[src/include/flash_ctrl_defs.svh]
`ifndef FLASH_CTRL_DEFS_SVH
`define FLASH_CTRL_DEFS_SVH
// Special-function-register addresses
`define ADDR_FLASH_ADDR_LOW 8'hC4
`define ADDR_FLASH_ADDR_HIGH 8'hC5
`define ADDR_FLASH_DATA 8'hC6
`define ADDR_FLASH_CONTROL 8'hC7
`define ADDR_PROG_CONTROL 8'hCF
`define ADDR_HIGH_BLOCK_PROTECT 8'hD4
`define ADDR_LOW_BLOCK_PROTECT 8'hD5
// Reset values
`define RST_FLASH_CONTROL 8'h30
`define RST_PROTECT 8'h00
`define RST_SECURITY 8'hFF
// Field positions in the flash control register
`define FC_OE_BIT 5
`define FC_CE_BIT 4
// Security option bit positions
`define SEC_TBL_LOCK_BIT 0
`define SEC_OSC_SEL_BIT 1
// Special setting space location of the security option register
`define SECURITY_LOC 15'h0FFF
// Operation codes
`define OP_READ 4'h0
`define OP_PROGRAM 4'h1
`define OP_ERASE_APP 4'h2
`define OP_READ_MAP 4'h3
`define OP_PROG_MAP 4'h4
`define OP_ERASE_MAP 4'h5
`define OP_ERASE_ALL 4'h6
`define OP_CHECK 4'h8
`define OP_ERASE_VFY 4'h9
`define OP_PROG_VFY 4'hA
`define OP_MAKER_ID 4'hB
`define OP_PART_ID 4'hC
`define OP_ERASE_BLOCK 4'hF
// Block index of the first high block (0x4000)
`define HIGH_BLOCK_BASE 4'h8
`endif

[src/include/flash_ctrl_pkg.sv]
package flash_ctrl_pkg;
    // Request towards the flash array macro
    typedef struct packed {
        logic [3:0] op;
        logic [14:0] addr;
        logic [7:0] wdata;
    } flash_cmd_type;
    // Sequencer states, one-hot
    typedef enum logic [2:0] {
        ST_IDLE = 3'b001,
        ST_ISSUE = 3'b010,
        ST_CAPTURE = 3'b100
    } seq_state_type;
endpackage : flash_ctrl_pkg

[src/design/flash_program_protection_ctrl.sv]
`timescale 1ns/1ns
`default_nettype none
`include "flash_ctrl_defs.svh"
// Operation
// - High protect register guards blocks 0x4000-0x4fff
// - Low protect register guards eight 2KB blocks
// - Writer enters programming mode via power-on reset
// - Block erase only through in-system path
// - Operation code selects read, program, erase all
// - Program and verify repeatable in programming mode
// - Security and ID not ordinary flash locations
// - Programmed security bit returns to one only through erase-all or reset
// - Only erase-all or reset restores security bits
// - Security register sits at location FFF
// - ID read codes return fixed identification values
// - Lock low blocks external reads of internal
// - Internal table reads always reach both
// - Lock high places no restriction
// - Oscillator bit selects internal or crystal
// - Enable control bits are active low
// - Programming enable arms mode after idle wake
module flash_program_protection_ctrl
    import flash_ctrl_pkg::*;
#(
    parameter logic [7:0] MAKER_ID = 8'h5A, // Arbitrary value
    parameter logic [7:0] PART_ID = 8'hA5 // Arbitrary value
) (
    // Clock and reset
    input wire logic clk_i,
    input wire logic rstn_i,
    // Special-function-register bus
    input wire logic [7:0] sfr_addr_i,
    input wire logic [7:0] sfr_wdata_i,
    input wire logic sfr_we_i,
    input wire logic sfr_re_i,
    output logic [7:0] sfr_rdata_o,
    // Mode entry
    input wire logic writer_strap_i,
    input wire logic core_idle_i,
    input wire logic wake_irq_i,
    output logic prog_mode_o,
    // Flash array macro
    output flash_cmd_type flash_cmd_o,
    output logic flash_go_o,
    output logic flash_ce_n_o,
    output logic flash_oe_n_o,
    input wire logic [7:0] flash_rdata_i,
    output logic busy_o,
    // Code-table read guard
    input wire logic tbl_req_i,
    input wire logic tbl_from_internal_i,
    input wire logic tbl_target_internal_i,
    output logic tbl_allow_o,
    // Clock source select
    output logic osc_internal_o
);
    // Is the addressed block guarded by a protection bit
    function automatic logic block_guarded(input logic [14:0] a, input logic [7:0] lo, input logic [7:0] hi);
        logic [3:0] blk;
        blk = a[14:11];
        if (blk < `HIGH_BLOCK_BASE) begin
            block_guarded = lo[blk[2:0]];
        end else if (blk < `HIGH_BLOCK_BASE + 4'd2) begin
            block_guarded = hi[blk[0]];
        end else begin
            block_guarded = 1'b0;
        end
    endfunction : block_guarded

    // Does this operation change cell contents
    function automatic logic op_alters(input logic [3:0] op);
        op_alters = (op == `OP_PROGRAM) || (op == `OP_ERASE_APP) || (op == `OP_ERASE_ALL) ||
                    (op == `OP_ERASE_BLOCK) || (op == `OP_PROG_MAP) || (op == `OP_ERASE_MAP) ||
                    (op == `OP_CHECK);
    endfunction : op_alters

    // Registers seen by software
    logic [7:0] addr_low, next_addr_low; // Flash address low byte
    logic [7:0] addr_high, next_addr_high; // Flash address high byte
    logic [7:0] data_reg, next_data_reg; // Flash data
    logic [7:0] control, next_control; // Enables and operation code
    logic prog_en, next_prog_en; // Programming enable
    logic [7:0] hi_prot, next_hi_prot; // High block guards
    logic [7:0] lo_prot, next_lo_prot; // Low block guards
    logic [7:0] security, next_security; // Security option bits
    // Mode and sequencer
    logic writer_mode, next_writer_mode; // Entered through reset strap
    logic isp_mode, next_isp_mode; // Entered through idle wake
    logic strap_done, next_strap_done; // Strap caught once
    seq_state_type state, next_state;
    // Registered outputs
    logic [7:0] rdata, next_rdata;
    flash_cmd_type cmd, next_cmd;
    logic go, next_go;
    logic allow, next_allow;
    logic busy, next_busy; // Sequencer running
    logic prog_mode, next_prog_mode; // Writer or in-system mode
    // Strap synchroniser, three stages
    logic [2:0] strap_sync;
    // Ones walk in after reset; the strap is trusted only once the chain holds real samples
    logic [2:0] strap_fill;

    logic [14:0] full_addr; // Combined flash address
    logic [3:0] opcode; // Operation code field
    assign full_addr = {addr_high[6:0], addr_low};
    assign opcode = control[3:0];

    // Strap passes three flops; only stages two and three are compared
    always_ff @(posedge clk_i or negedge rstn_i) begin
        if (!rstn_i) begin
            strap_sync <= 3'b000;
            strap_fill <= 3'b000;
        end else begin
            strap_sync <= {strap_sync[1:0], writer_strap_i};
            strap_fill <= {strap_fill[1:0], 1'b1};
        end
    end

    // Next-state logic for the whole block
    always_comb begin
        next_addr_low = addr_low;
        next_addr_high = addr_high;
        next_data_reg = data_reg;
        next_control = control;
        next_prog_en = prog_en;
        next_hi_prot = hi_prot;
        next_lo_prot = lo_prot;
        next_security = security;
        next_writer_mode = writer_mode;
        next_isp_mode = isp_mode;
        next_strap_done = strap_done;
        next_state = state;
        next_rdata = 8'h00;
        next_cmd = cmd;
        next_go = 1'b0;
        next_allow = allow;
        // Strap is sampled once, after it settles past reset release
        // Without the fill check the reset zeros would agree at once and hide the strap
        if (!strap_done && strap_fill[2] && (strap_sync[1] == strap_sync[2])) begin
            next_strap_done = 1'b1;
            next_writer_mode = strap_sync[2];
        end
        // Idle plus wake switches into in-system programming
        if (prog_en && core_idle_i && wake_irq_i) begin
            next_isp_mode = 1'b1;
        end else if (!prog_en) begin
            next_isp_mode = 1'b0;
        end
        // Register reads; unmapped addresses read zero
        if (sfr_re_i) begin
            case (sfr_addr_i)
                `ADDR_FLASH_ADDR_LOW: next_rdata = addr_low;
                `ADDR_FLASH_ADDR_HIGH: next_rdata = addr_high;
                `ADDR_FLASH_DATA: next_rdata = data_reg;
                `ADDR_FLASH_CONTROL: next_rdata = {2'b00, control[5:0]};
                `ADDR_PROG_CONTROL: next_rdata = {7'h00, prog_en};
                `ADDR_HIGH_BLOCK_PROTECT: next_rdata = {6'h00, hi_prot[1:0]};
                `ADDR_LOW_BLOCK_PROTECT: next_rdata = lo_prot;
                default: next_rdata = 8'h00;
            endcase
        end
        // Register writes
        if (sfr_we_i) begin
            case (sfr_addr_i)
                `ADDR_FLASH_ADDR_LOW: next_addr_low = sfr_wdata_i;
                `ADDR_FLASH_ADDR_HIGH: next_addr_high = sfr_wdata_i;
                `ADDR_FLASH_DATA: next_data_reg = sfr_wdata_i;
                `ADDR_FLASH_CONTROL: next_control = {2'b00, sfr_wdata_i[5:0]};
                `ADDR_PROG_CONTROL: next_prog_en = sfr_wdata_i[0];
                `ADDR_HIGH_BLOCK_PROTECT: next_hi_prot = {6'h00, sfr_wdata_i[1:0]};
                `ADDR_LOW_BLOCK_PROTECT: next_lo_prot = sfr_wdata_i;
                default: ;
            endcase
        end
        // Sequencer: a control write with chip enable low starts one operation
        case (state)
            ST_IDLE: begin
                if (sfr_we_i && (sfr_addr_i == `ADDR_FLASH_CONTROL) && !sfr_wdata_i[`FC_CE_BIT]) begin
                    next_state = ST_ISSUE;
                end
            end
            ST_ISSUE: begin
                next_state = ST_CAPTURE;
                next_cmd = '{op: opcode, addr: full_addr, wdata: data_reg};
                // Out of programming mode flash is read-only
                if (op_alters(opcode) && !(writer_mode || isp_mode)) begin
                    next_go = 1'b0;
                end else if (opcode == `OP_ERASE_BLOCK && !isp_mode) begin
                    next_go = 1'b0;
                end else if ((opcode == `OP_PROGRAM || opcode == `OP_ERASE_BLOCK) &&
                             block_guarded(full_addr, lo_prot, hi_prot)) begin
                    next_go = 1'b0;
                end else if (opcode == `OP_PROG_MAP && full_addr[11:0] == `SECURITY_LOC) begin
                    next_security = security & data_reg;
                end else if (opcode == `OP_ERASE_ALL) begin
                    next_security = `RST_SECURITY;
                    next_go = 1'b1;
                end else if (opcode == `OP_MAKER_ID || opcode == `OP_PART_ID ||
                             opcode == `OP_READ_MAP) begin
                    next_go = 1'b0; // special space reads never reach the array
                end else begin
                    next_go = 1'b1;
                end
            end
            ST_CAPTURE: begin
                next_state = ST_IDLE;
                // Data returns only when output enable is low
                if (!control[`FC_OE_BIT]) begin
                    case (opcode)
                        `OP_MAKER_ID: next_data_reg = MAKER_ID;
                        `OP_PART_ID: next_data_reg = PART_ID;
                        `OP_READ_MAP: next_data_reg = security;
                        `OP_READ, `OP_PROG_VFY, `OP_ERASE_VFY: next_data_reg = flash_rdata_i;
                        default: ;
                    endcase
                end
            end
            default: next_state = ST_IDLE;
        endcase
        // Registered status so the outputs come straight from flops
        next_busy = (next_state != ST_IDLE);
        next_prog_mode = next_writer_mode | next_isp_mode;
        // Code-table read guard
        if (tbl_req_i) begin
            if (tbl_from_internal_i) begin
                next_allow = 1'b1;
            end else if (!security[`SEC_TBL_LOCK_BIT]) begin
                next_allow = !tbl_target_internal_i;
            end else begin
                next_allow = 1'b1;
            end
        end
    end

    // State registers
    always_ff @(posedge clk_i or negedge rstn_i) begin
        if (!rstn_i) begin
            addr_low <= 8'h00;
            addr_high <= 8'h00;
            data_reg <= 8'h00;
            control <= `RST_FLASH_CONTROL;
            prog_en <= 1'b0;
            hi_prot <= `RST_PROTECT;
            lo_prot <= `RST_PROTECT;
            security <= `RST_SECURITY;
            writer_mode <= 1'b0;
            isp_mode <= 1'b0;
            strap_done <= 1'b0;
            state <= ST_IDLE;
            rdata <= 8'h00;
            cmd <= '0;
            go <= 1'b0;
            allow <= 1'b1;
            busy <= 1'b0;
            prog_mode <= 1'b0;
        end else begin
            addr_low <= next_addr_low;
            addr_high <= next_addr_high;
            data_reg <= next_data_reg;
            control <= next_control;
            prog_en <= next_prog_en;
            hi_prot <= next_hi_prot;
            lo_prot <= next_lo_prot;
            security <= next_security;
            writer_mode <= next_writer_mode;
            isp_mode <= next_isp_mode;
            strap_done <= next_strap_done;
            state <= next_state;
            rdata <= next_rdata;
            cmd <= next_cmd;
            go <= next_go;
            allow <= next_allow;
            busy <= next_busy;
            prog_mode <= next_prog_mode;
        end
    end

    // Outputs straight from flops
    assign sfr_rdata_o = rdata;
    assign flash_cmd_o = cmd;
    assign flash_go_o = go;
    assign flash_ce_n_o = control[`FC_CE_BIT];
    assign flash_oe_n_o = control[`FC_OE_BIT];
    assign busy_o = busy;
    assign prog_mode_o = prog_mode;
    assign tbl_allow_o = allow;
    assign osc_internal_o = security[`SEC_OSC_SEL_BIT];
endmodule : flash_program_protection_ctrl
`default_nettype wire

[config.mk]
export PLATFORM = sky130hd
export DESIGN_NAME = flash_program_protection_ctrl
export DESIGN_NICKNAME = d
export VERILOG_FILES = /design/src/include/flash_ctrl_pkg.sv /design/src/design/flash_program_protection_ctrl.sv
export VERILOG_INCLUDE_DIRS = /design/src /design/src/include
export SDC_FILE = /design/constraint.sdc
export NUM_CORES = 1
export LEC_CHECK = 0
export ABC_AREA = 1
export BUFFER_PORTS_ARGS = -buffer_cell sky130_fd_sc_hd__buf_4
export CAP_MARGIN = 20
export CORE_UTILIZATION = 60
export CTS_CLUSTER_DIAMETER = 60
export DETAILED_ROUTE_END_ITERATION = 8
export GPL_TIMING_DRIVEN = 0
export PLACE_DENSITY = 0.84
export SETUP_SLACK_MARGIN = 0.5
export SYNTH_ARGS = -nofsm -noshare
export SYNTH_HDL_FRONTEND = slang
export SYNTH_SLANG_ARGS = --single-unit
export TNS_END_PERCENT = 100
[constraint.sdc]
create_clock -name clk_i -period 3.45 [get_ports clk_i]
set_input_delay 0.1725 -clock clk_i [delete_from_list [all_inputs] [get_ports clk_i]]
set_output_delay 0.1725 -clock clk_i [all_outputs]
set_load 0.01 [all_outputs]
; ---- After elaboration in Yosys (flattened, before gate mapping)
; Index checks and enable logic that the tools add are counted.
[totals]
ff_bits = 100
latchBits = 0
mem_bits_rw = 0
romBits = 0
output_inout_bits = 42
word_cells = 123
memories = 0
[classes]
addsub = 0
n_mul = 0
div = 0
magnitude_cmp = 4
n_eq_ne = 25
shift = 0
n_mux = 32
n_bitwise = 5
n_reduce_logical = 35
[op_table]
columns = operator, count
row1 = 8-bit equality test (second input constant), 7
row2 = 8-bit 2-to-1 mux, 7
row3 = 8-bit one-hot mux with 7 select lines, 1
row4 = 8-bit one-hot mux with 4 select lines, 1
row5 = 4-bit equality test (second input constant), 6
row6 = 1-bit 2-to-1 mux, 20
row7 = 12-bit equality test (second input constant), 1
row8 = 4-bit by 3-bit equality test with 1-bit output (second input constant), 3
row9 = 2-bit AND reduction, 6
row10 = 1-bit logical AND, 10
row11 = 1-bit logical OR, 10
row12 = 8-bit AND, 1
row13 = 4-bit by 2-bit equality test with 1-bit output (second input constant), 2
row14 = 4-bit less-than comparator (second input constant), 2
row15 = 3-bit one-hot mux with 2 select lines, 1
row16 = 1-bit logical NOT, 5
row17 = 5-bit AND reduction, 1
row18 = 4-bit by 1-bit equality test with 1-bit output (second input constant), 1
row19 = 4-bit logical NOT, 1
row20 = 1-bit by 4-bit less-than comparator with 1-bit output (second input constant), 1
row21 = 3-bit by 4-bit less-than comparator with 1-bit output (second input constant), 1
row22 = 1-bit binary-select mux with 3-bit select, 1
row23 = 3-bit by 1-bit equality test with 1-bit output (second input constant), 1
row24 = 3-bit by 2-bit equality test with 1-bit output (second input constant), 1
row25 = 8 further kinds, 10

; ---- Longest topological paths before layout
; Gate-level depths: netlist of the first run.
[depth]
depth_word = 15
ltp_mapped = 10
depth_no_buf = 9

; ---- Least setup slack after synthesis of the first run
; OpenSTA, ideal clock, no wires.
[synth_path]
path_kind = register to register
startpoint = reg control[0]
endpoint = reg security[0]
arrival_time_ns = 1.249
required_ns = 3.373
path_slack_ns = 2.124
stages_incl_launch_ff = 9
path_cell_list = dfrtp_1 -> nor2_2 -> nand2_1 -> nor2_2 -> nand2_1 -> nand2_4 -> nand3_4 -> nand2_1 -> nand2_1
[synth_between]
elab_chain_len = 10
elab_cells_between_ends = 24
classes_between = eq/ne (7) / mux (1) / bitwise (3) / reduce/logical (13)
[synth_lines]
columns = element, line_no
row1 = from (decl), flash_program_protection_ctrl.sv:81  ; logic [7:0] control, next_control;
row2 = from (signal assigned), flash_program_protection_ctrl.sv:241  ; control <= `RST_FLASH_CONTROL;
row3 = from (signal assigned), flash_program_protection_ctrl.sv:260  ; control <= next_control;
row4 = 4-bit by 1-bit equality test with 1-bit output (no source line) / 4-bit by 2-bit equality test with 1-bit output (equally long branches), --
row5 = 1-bit logical OR (6 in series), flash_program_protection_ctrl.sv:72  ; op_alters = (op == `OP_PROGRAM) || (op == `OP_ERASE_APP) || (op == `OP_ERASE_ALL) ||
row6 = 1-bit logical AND, flash_program_protection_ctrl.sv:186  ; if (op_alters(opcode) && !(writer_mode || isp_mode)) begin
row7 = 1-bit inverter (no source line), --
row8 = 5-bit AND reduction (no source line), --
row9 = to (signal assigned), flash_program_protection_ctrl.sv:245  ; security <= `RST_SECURITY;
row10 = to (signal assigned), flash_program_protection_ctrl.sv:264  ; security <= next_security;
row11 = to (decl), flash_program_protection_ctrl.sv:85  ; logic [7:0] security, next_security;
; Parallel ways exist; a longest one is shown, timed or not.
; A chain may end at the register's enable or synchronous reset.

; ---- Worst setup path in the final report of the first run
[layout_path]
startpoint = reg addr_high[3]
endpoint = reg security[4]
[layout_between]
elab_chain_len = 10
elab_cells_between_ends = 18
classes_between = order compare (2) / eq/ne (1) / mux (10) / bitwise (1) / reduce/logical (4)
[layout_lines]
columns = element, line_no
row1 = from (decl), flash_program_protection_ctrl.sv:79  ; logic [7:0] addr_high, next_addr_high;
row2 = from (signal assigned), flash_program_protection_ctrl.sv:258  ; addr_high <= next_addr_high;
row3 = branches (longest 10 deep; another with 4-bit less-than comparator), --
; Several ways; the timed one is not identified. The select of a mux whose other input is x is not followed.

==> qor.csv, run 1 <==
metric,value,unit
fin_skew,0.01336,ns
netlist_area,4852,um^2
start_util,0.6247,
p_leak,2.983,nW
crit_path_frequent_cell,nand2_1,
rsz0062_at_grt,false,
post-route-period-util,0.5053,
viasPerCell,5.640,
period_needed,1.743,ns
synth-seq-cells,100,
cts_resized,0,
via_count,4495,
h-tree-depth,3,
run_status,finished clean,
drtIter0Drc,322,
clock-sinks,100,
path_class,flip-flop to flip-flop,
grt_pass1_vias,4370,
cts_root_buffer,clkbuf_8,
cts_made_buffers,9,
timing.hold.ws,0.04152,ns
clock_latency,0.38,ns
drc,0,
yosys.area.top_type,dfrtp_1,
cap_violations,0,
path_clk_slew,0.11,ns
dp_slack,1.811,ns
required,3.77,ns
die_y,91.93,um
overflow,0,
firstDrtPassIters,6,
gp_congestion,0.9842,
antenna_found_initial,0,
clock_path_buffers,2,
netlist-cell-type-count,34,
antennaDiodeCount,0,
die_x,91.93,um
final_area,5824,um^2
synth_top_area_frac,0.4538,
grt_max_degree,72,
grt_pass1_wl,21.62,mm
worst_path_largest_cell_delay,0.54,ns
setup_tns,0,ns
slew_headroom,0.5514,
path_cells,"buf_2, nand2_1, inv_1, nand2_1, nor2_1, nand3_1, nand4_1, nand2_1",
power_density,402.3,nW/um^2
synth_common_cells,"nand2_1 (207), dfrtp_1 (88), nand3_1 (67), inv_1 (52), o21ai_0 (50)",
worstPathMaxFanout,10,
fin_cells,797,
synth_enable_flop_cells,0,
synthToLayoutAreaGrowth,20.04,%
final-hold-violation-count,0,
crit_path_end_kind,flip-flop,
syn_inst,599,
dp_hpwl,10.14,mm
layout-drive-gt1-share,0.2187,
cts_tree,done,
die_area,8450,um^2
layout.nets,724,
post_dp_cell_area,5570,um^2
wl_per_cell,16.57,um
fmaxAchievable,573.7,MHz
slew_viol_final,0,
finalSetupViolCount,0,
max-vdd-ir-drop,0.0002639,V
synth_area_leaders,"dfrtp_1 (45%), nand2_1 (16%), nand3_1 (6.9%)",
arrival,2.06,ns
ys_seq_area_frac,0.5188,
io-pin-count,76,
largest_register_ffs,27,
port_buffers,75,
synth_ff_type,dfrtp_1,
tightest_slew,0.6705,ns
start_kind,flip-flop,
layout_setup_ws,1.707,ns
ys_warn_count,0,
drtAntennaViolNets,0,
synthesis.nets,633,
syn_area_per_cell,8.100,um^2
grt_use_total,0.3362,
hp-class,input port to flip-flop,
num_rows,32,
finalWirelength,13.21,mm
yosysMostFrequentCell,nand2_1,
n_fill_cell,594,
placed_cells,777,
crit_path_top_delay_cell,nor2_1,
synthArstFlopShare,1.000,
core,7767,um^2
path summary, 6_finish.rpt:
kind	start	to	slack (ns)	cells past startpoint
worst max-delay path	addr_high[3]	security[4]	1.71	8
worst min register to register	strap_sync[0]	strap_sync[1]	0.36	0
max in group asynchronous	rstn_i	state[0]	2.46	3
worst min-delay path	sfr_wdata_i[4]	addr_low[4]	0.04	3
min in group asynchronous	rstn_i	flash_cmd_o[20]	0.26	2
worst max register to register	addr_high[3]	security[4]	1.71	8
report_power, final:
part	internal [W]	switching [W]
Combinational	0.000100	0.000173
Clock	0.000369	0.000432
Sequential	0.00122	0.0000446
Total	0.00169	0.000650
cells by family (layout without fill, tap and decap cells):
| logic type | after synthesis | count (layout) | share of synthesized area |
|---|---|---|---|
| and+or+nand+nor | 348 | 348 | 0.3254 |
| DFF | 100 | 100 | 0.5188 |
| buffers and inverters | 76 | 172 | 0.06911 |
| AOI/OAI and AO/OA | 74 | 74 | 0.08587 |
| other | 1 | 1 | 0.0007729 |
cell usage in the layout (no fill, tap or decap), drive strengths merged:
master / Yosys / layout
a21oi: 5 / 5
a41oi: 1 / 1
and2: 1 / 1
buf: 15 / 91
bufinv: 0 / 1
clkbuf: 4 / 14
clkinv: 0 / 1
conb: 1 / 1
dfrtp: 88 / 88
dfstp: 12 / 12
dlygate4sd3: 0 / 4
inv: 57 / 61
nand2: 216 / 216
nand3: 70 / 70
nand4: 10 / 10
nor2: 44 / 44
nor3: 5 / 5
o211ai: 2 / 2
o21a: 8 / 8
o21ai: 57 / 57
o21bai: 1 / 1
or2: 2 / 2
area by class of cell:
| class | count | area (um^2) | area share |
|---|---|---|---|
| flip-flops and latches | 100 | 2517 | 0.4322 |
| multi-input cells | 423 | 1999 | 0.3433 |
| repair buffers | 80 | 630.6 | 0.1083 |
| inverters | 57 | 219.0 | 0.03759 |
| clock buffers | 10 | 137.6 | 0.02363 |
| well taps | 102 | 127.6 | 0.02191 |
| plain buffers | 19 | 116.4 | 0.01998 |
| clock inverters | 6 | 76.32 | 0.01310 |
repair_timing:
item	CTS	global route
hold buffers	4	0
buffers inserted	0	0
endpoints found under the hold margin	29	0
worst max-delay path: cells and delay by family (launching register included):
| family | cells | cell delay [ns] |
|---|---|---|
| buffers and inverters | 2 | 0.27 |
| flip-flops | 1 | 0.34 |
| AND/OR/NAND/NOR | 6 | 1.08 |
per-stage QoR:
stage	utilization	power (W)
final	0.7498	0.002343
after global routing	0.7498	0.002423
after CTS	0.7498	0.002354
after detailed placement	0.7171	0.001556
after global placement	0.7136	0.001539
after floorplan	-	0.001419
routing by layer:
layer / global-route usage / wire (um)
met5: 0 / 0
met4: 0.1250 / 279
met3: 0.05224 / 1068
met2: 0.5187 / 6126
met1: 0.4833 / 5732
Note: power is estimated with default switching activity, not from simulation.
==> run 2, diff against run 1 <==
--- a/config.mk
+++ b/config.mk
@@ -6,14 +6,14 @@
 export SDC_FILE = /design/constraint.sdc
 export NUM_CORES = 1
 export LEC_CHECK = 0
-export ABC_AREA = 1
+export ABC_AREA = 0
 export BUFFER_PORTS_ARGS = -buffer_cell sky130_fd_sc_hd__buf_4
 export CAP_MARGIN = 20
-export CORE_UTILIZATION = 60
+export CORE_UTILIZATION = 56
 export CTS_CLUSTER_DIAMETER = 60
 export DETAILED_ROUTE_END_ITERATION = 8
 export GPL_TIMING_DRIVEN = 0
-export PLACE_DENSITY = 0.84
+export PLACE_DENSITY = 0.79
 export SETUP_SLACK_MARGIN = 0.5
 export SYNTH_ARGS = -nofsm -noshare
 export SYNTH_HDL_FRONTEND = slang
==> constraint.sdc (replaced) <==
create_clock -name clk_i -period 1.74 [get_ports clk_i]
set_input_delay 0.087 -clock clk_i [delete_from_list [all_inputs] [get_ports clk_i]]
set_output_delay 0.087 -clock clk_i [all_outputs]
set_load 0.01 [all_outputs]
==> qor.csv, run 2 <==
metric,value,unit,change
die_x,93.84,um,+2.1%
clock_path_buffers,2,,unchanged
n_fill_cell,495,,-17%
dp_hpwl,8.377,mm,-17%
largest_register_ffs,27,,unchanged
synth_enable_flop_cells,0,,unchanged
grt_pass1_wl,19.79,mm,-8.5%
via_count,3704,,-18%
num_rows,33,,+3.1%
cts_root_buffer,clkbuf_8,,
utilization,0.7805,,+0.03069
drtIter0Drc,184,,-43%
overflow,0,,unchanged
drtAntennaViolNets,0,,unchanged
ys_warn_count,0,,unchanged
reg2reg_to,security[6],,
syn_area_per_cell,12.33,um^2,+52%
synth_ff_type,dfrtp_1,,
synthToLayoutAreaGrowth,35.10,%,
gp_congestion,0.9188,,-6.6%
path_cells,"or4b_4, nor4_4, o211a_4, o211ai_1",,
hold-path-cell-count,3,,unchanged
netSwitchingFraction,0.2644,,-0.01296
post-route-period-util,1.006,,+0.5004
power_density,679.8,nW/um^2,+69%
grt_use_total,0.3024,,-0.03385
netlist-cell-type-count,60,,+76%
ys_seq_area_frac,0.5330,,+0.01416
die_area,8806,um^2,+4.2%
finalWirelength,12.79,mm,-3.2%
p_switching,0.001147,W,+77%
antennaDiodeCount,0,,unchanged
drc,2,,+2
path_class,flip-flop to flip-flop,,
viasPerCell,6.102,,+8.2%
slew_headroom,0.6010,,+0.04961
final-hold-violation-count,0,,unchanged
arrival,2.03,ns,-0.03 ns
port_buffers,73,,-2.7%
grt_pass1_vias,3722,,-15%
violations,"design-rule violations, negative setup slack",,
rr_startpoint,control[0],,
cap_violations,0,,unchanged
rsz0062_at_grt,true,,
fin_skew,0.007342,ns,-0.006022 ns
h-tree-depth,3,,unchanged
netlist_area,4723,um^2,-2.7%
p_clk_frac,0.322,,-0.020
cts_made_buffers,9,,unchanged
antenna_found_initial,0,,unchanged
hp-class,input port to flip-flop,,
firstDrtPassIters,6,,unchanged
io-pin-count,76,,unchanged
worstHoldStart,tbl_from_internal_i,,
r2r_slack,-0.01,ns,-1.72 ns
critPathLaunch,control[0],,
layout-drive-gt1-share,0.4980,,+0.2793
timing.hold.ws,0.01429,ns,-0.02723 ns
dp_slack,-0.2706,ns,-2.081 ns
run_status,finished with violations,,
crit_path_top_delay_cell,or4b_4,,
mostFrequentLayoutCells,"buf_4 (86), dfrtp_1 (84), mux2_2 (35)",,
synth_top_area_frac,0.4662,,+0.01238
syn_inst,383,,-36%
layout_commonest_cell,buf_4,,
wl_per_cell,21.07,um,+27%
p_total,0.004338,W,+85%
max-vdd-ir-drop,0.0005679,V,+120%
cp-endpoint,security[6],,
p_leak,3.009,nW,+0.89%
start_kind,flip-flop,,
cts_tree,done,,
slew_viol_final,0,,unchanged
p_int,0.003191,W,+88%
synthesis.nets,417,,-34%
seqPwrFrac,0.565,,+0.024
core,8175,um^2,+5.3%
comb_power_share,0.113,,-0.004
worstRegToRegCells,4,,-4
period_needed,1.750,ns,+0.006653 ns
start_util,0.5777,,-0.04693
grt_max_degree,58,,-19%
worstPathMaxFanout,8,,-2
die_y,93.84,um,+2.1%
required,2.02,ns,-1.75 ns
synth_common_cells,"dfrtp_1 (88), mux2_2 (65), nand2_1 (26), mux2i_1 (19), a21oi_1 (16)",,
clock_latency,0.36,ns,-0.02 ns
yosys.area.top_type,dfrtp_1,,
fmaxAchievable,571.5,MHz,-0.38%
synthArstFlopShare,1.000,,unchanged
synth_area_leaders,"dfrtp_1 (47%), mux2_2 (15%), dfstp_2 (6.7%)",,
finalSetupViolCount,3,,+3
worst_path_largest_cell_delay,0.57,ns,+0.03 ns
path_clk_slew,0.10,ns,about the same
layout_setup_ws,-0.009803,ns,-1.717 ns
yosysMostFrequentCell,dfrtp_1,,
crit_path_end_kind,flip-flop,,
synth-seq-cells,100,,unchanged
tightest_slew,0.5936,ns,-0.07687 ns
clock-sinks,100,,unchanged
layout.nets,531,,-27%
## run 2: through the flow
step / setup TNS (ns) / std cells / instance area (um^2)
2_1_floorplan: 0 / 383 / 4915
3_3_place_gp: -1.531 / 561 / 5594
3_5_place_dp: -1.949 / 562 / 5622
4_1_cts: 0 / 601 / 6205
5_1_grt: -0.4099 / 607 / 6381
6_report: -0.01731 / 607 / 6381
## run 2: routing by layer
metal | up-vias | part of all wire | global-route usage
li1 | 1651 | - | -
met1 | 1869 | 0.41 | 0.4061
met2 | 146 | 0.50 | 0.5091
met3 | 38 | 0.062 | 0.04207
met4 | 0 | 0.026 | 0.09231
met5 | - | 0 | 0
## run 2: final cells by class
class | count | area (um^2) | area share
multi-input cells | 254 | 2387 | 0.3741
plain buffers | 17 | 195.2 | 0.03059
well taps | 105 | 131.4 | 0.02059
clock inverters | 6 | 48.80 | 0.007647
flip-flops and latches | 100 | 2522 | 0.3953
clock buffers | 10 | 137.6 | 0.02157
inverters | 12 | 48.80 | 0.007647
repair buffers | 103 | 909.6 | 0.1425
## run 2: critical path, delay by kind of cell, from the launching register on
family,cells,cell delay [ns]
flops,1,0.46
compound gates,2,0.41
simple gates,2,0.80
## run 2: kinds of logic (layout without fill, tap and decap cells)
group / Yosys count / after routing / share of synthesized area
mux: 87 / 87 / 0.2095
other cells: 1 / 1 / 0.0007939
buf+inv: 29 / 148 / 0.02675
compound gates: 74 / 74 / 0.1105
flops: 100 / 100 / 0.5330
simple gates: 90 / 90 / 0.1158
xor+xnor: 2 / 2 / 0.003709
## run 2: repair_timing
action	CTS	global route
hold endpoints to repair	44	0
gates resized for setup	41	32
setup endpoints to repair	55	65
cloned	3	0
hold buffers	5	0
pin swaps	21	11
setup buffers	15	6
## run 2: worst min-delay path by stage
stage | endpoint | slack (ns)
2_1_floorplan | addr_high[0] | -0.21
6_report | tbl_allow_o | 0.01
3_3_place_gp | strap_sync[0] | 0.20
5_1_grt | addr_high[3] | 0.02
3_5_place_dp | strap_done | 0.12
4_1_cts | tbl_allow_o | 0.02
## run 2: power groups by stage
stage / clock (W) / sequential (W) / combinational [W]
2_1_floorplan: 0 / 0.00247 / 0.000230
3_5_place_dp: 0 / 0.00249 / 0.000426
4_1_cts: 0.00140 / 0.00245 / 0.000470
6_report: 0.00140 / 0.00245 / 0.000490
5_1_grt: 0.00149 / 0.00246 / 0.000527
3_3_place_gp: 0 / 0.00249 / 0.000405
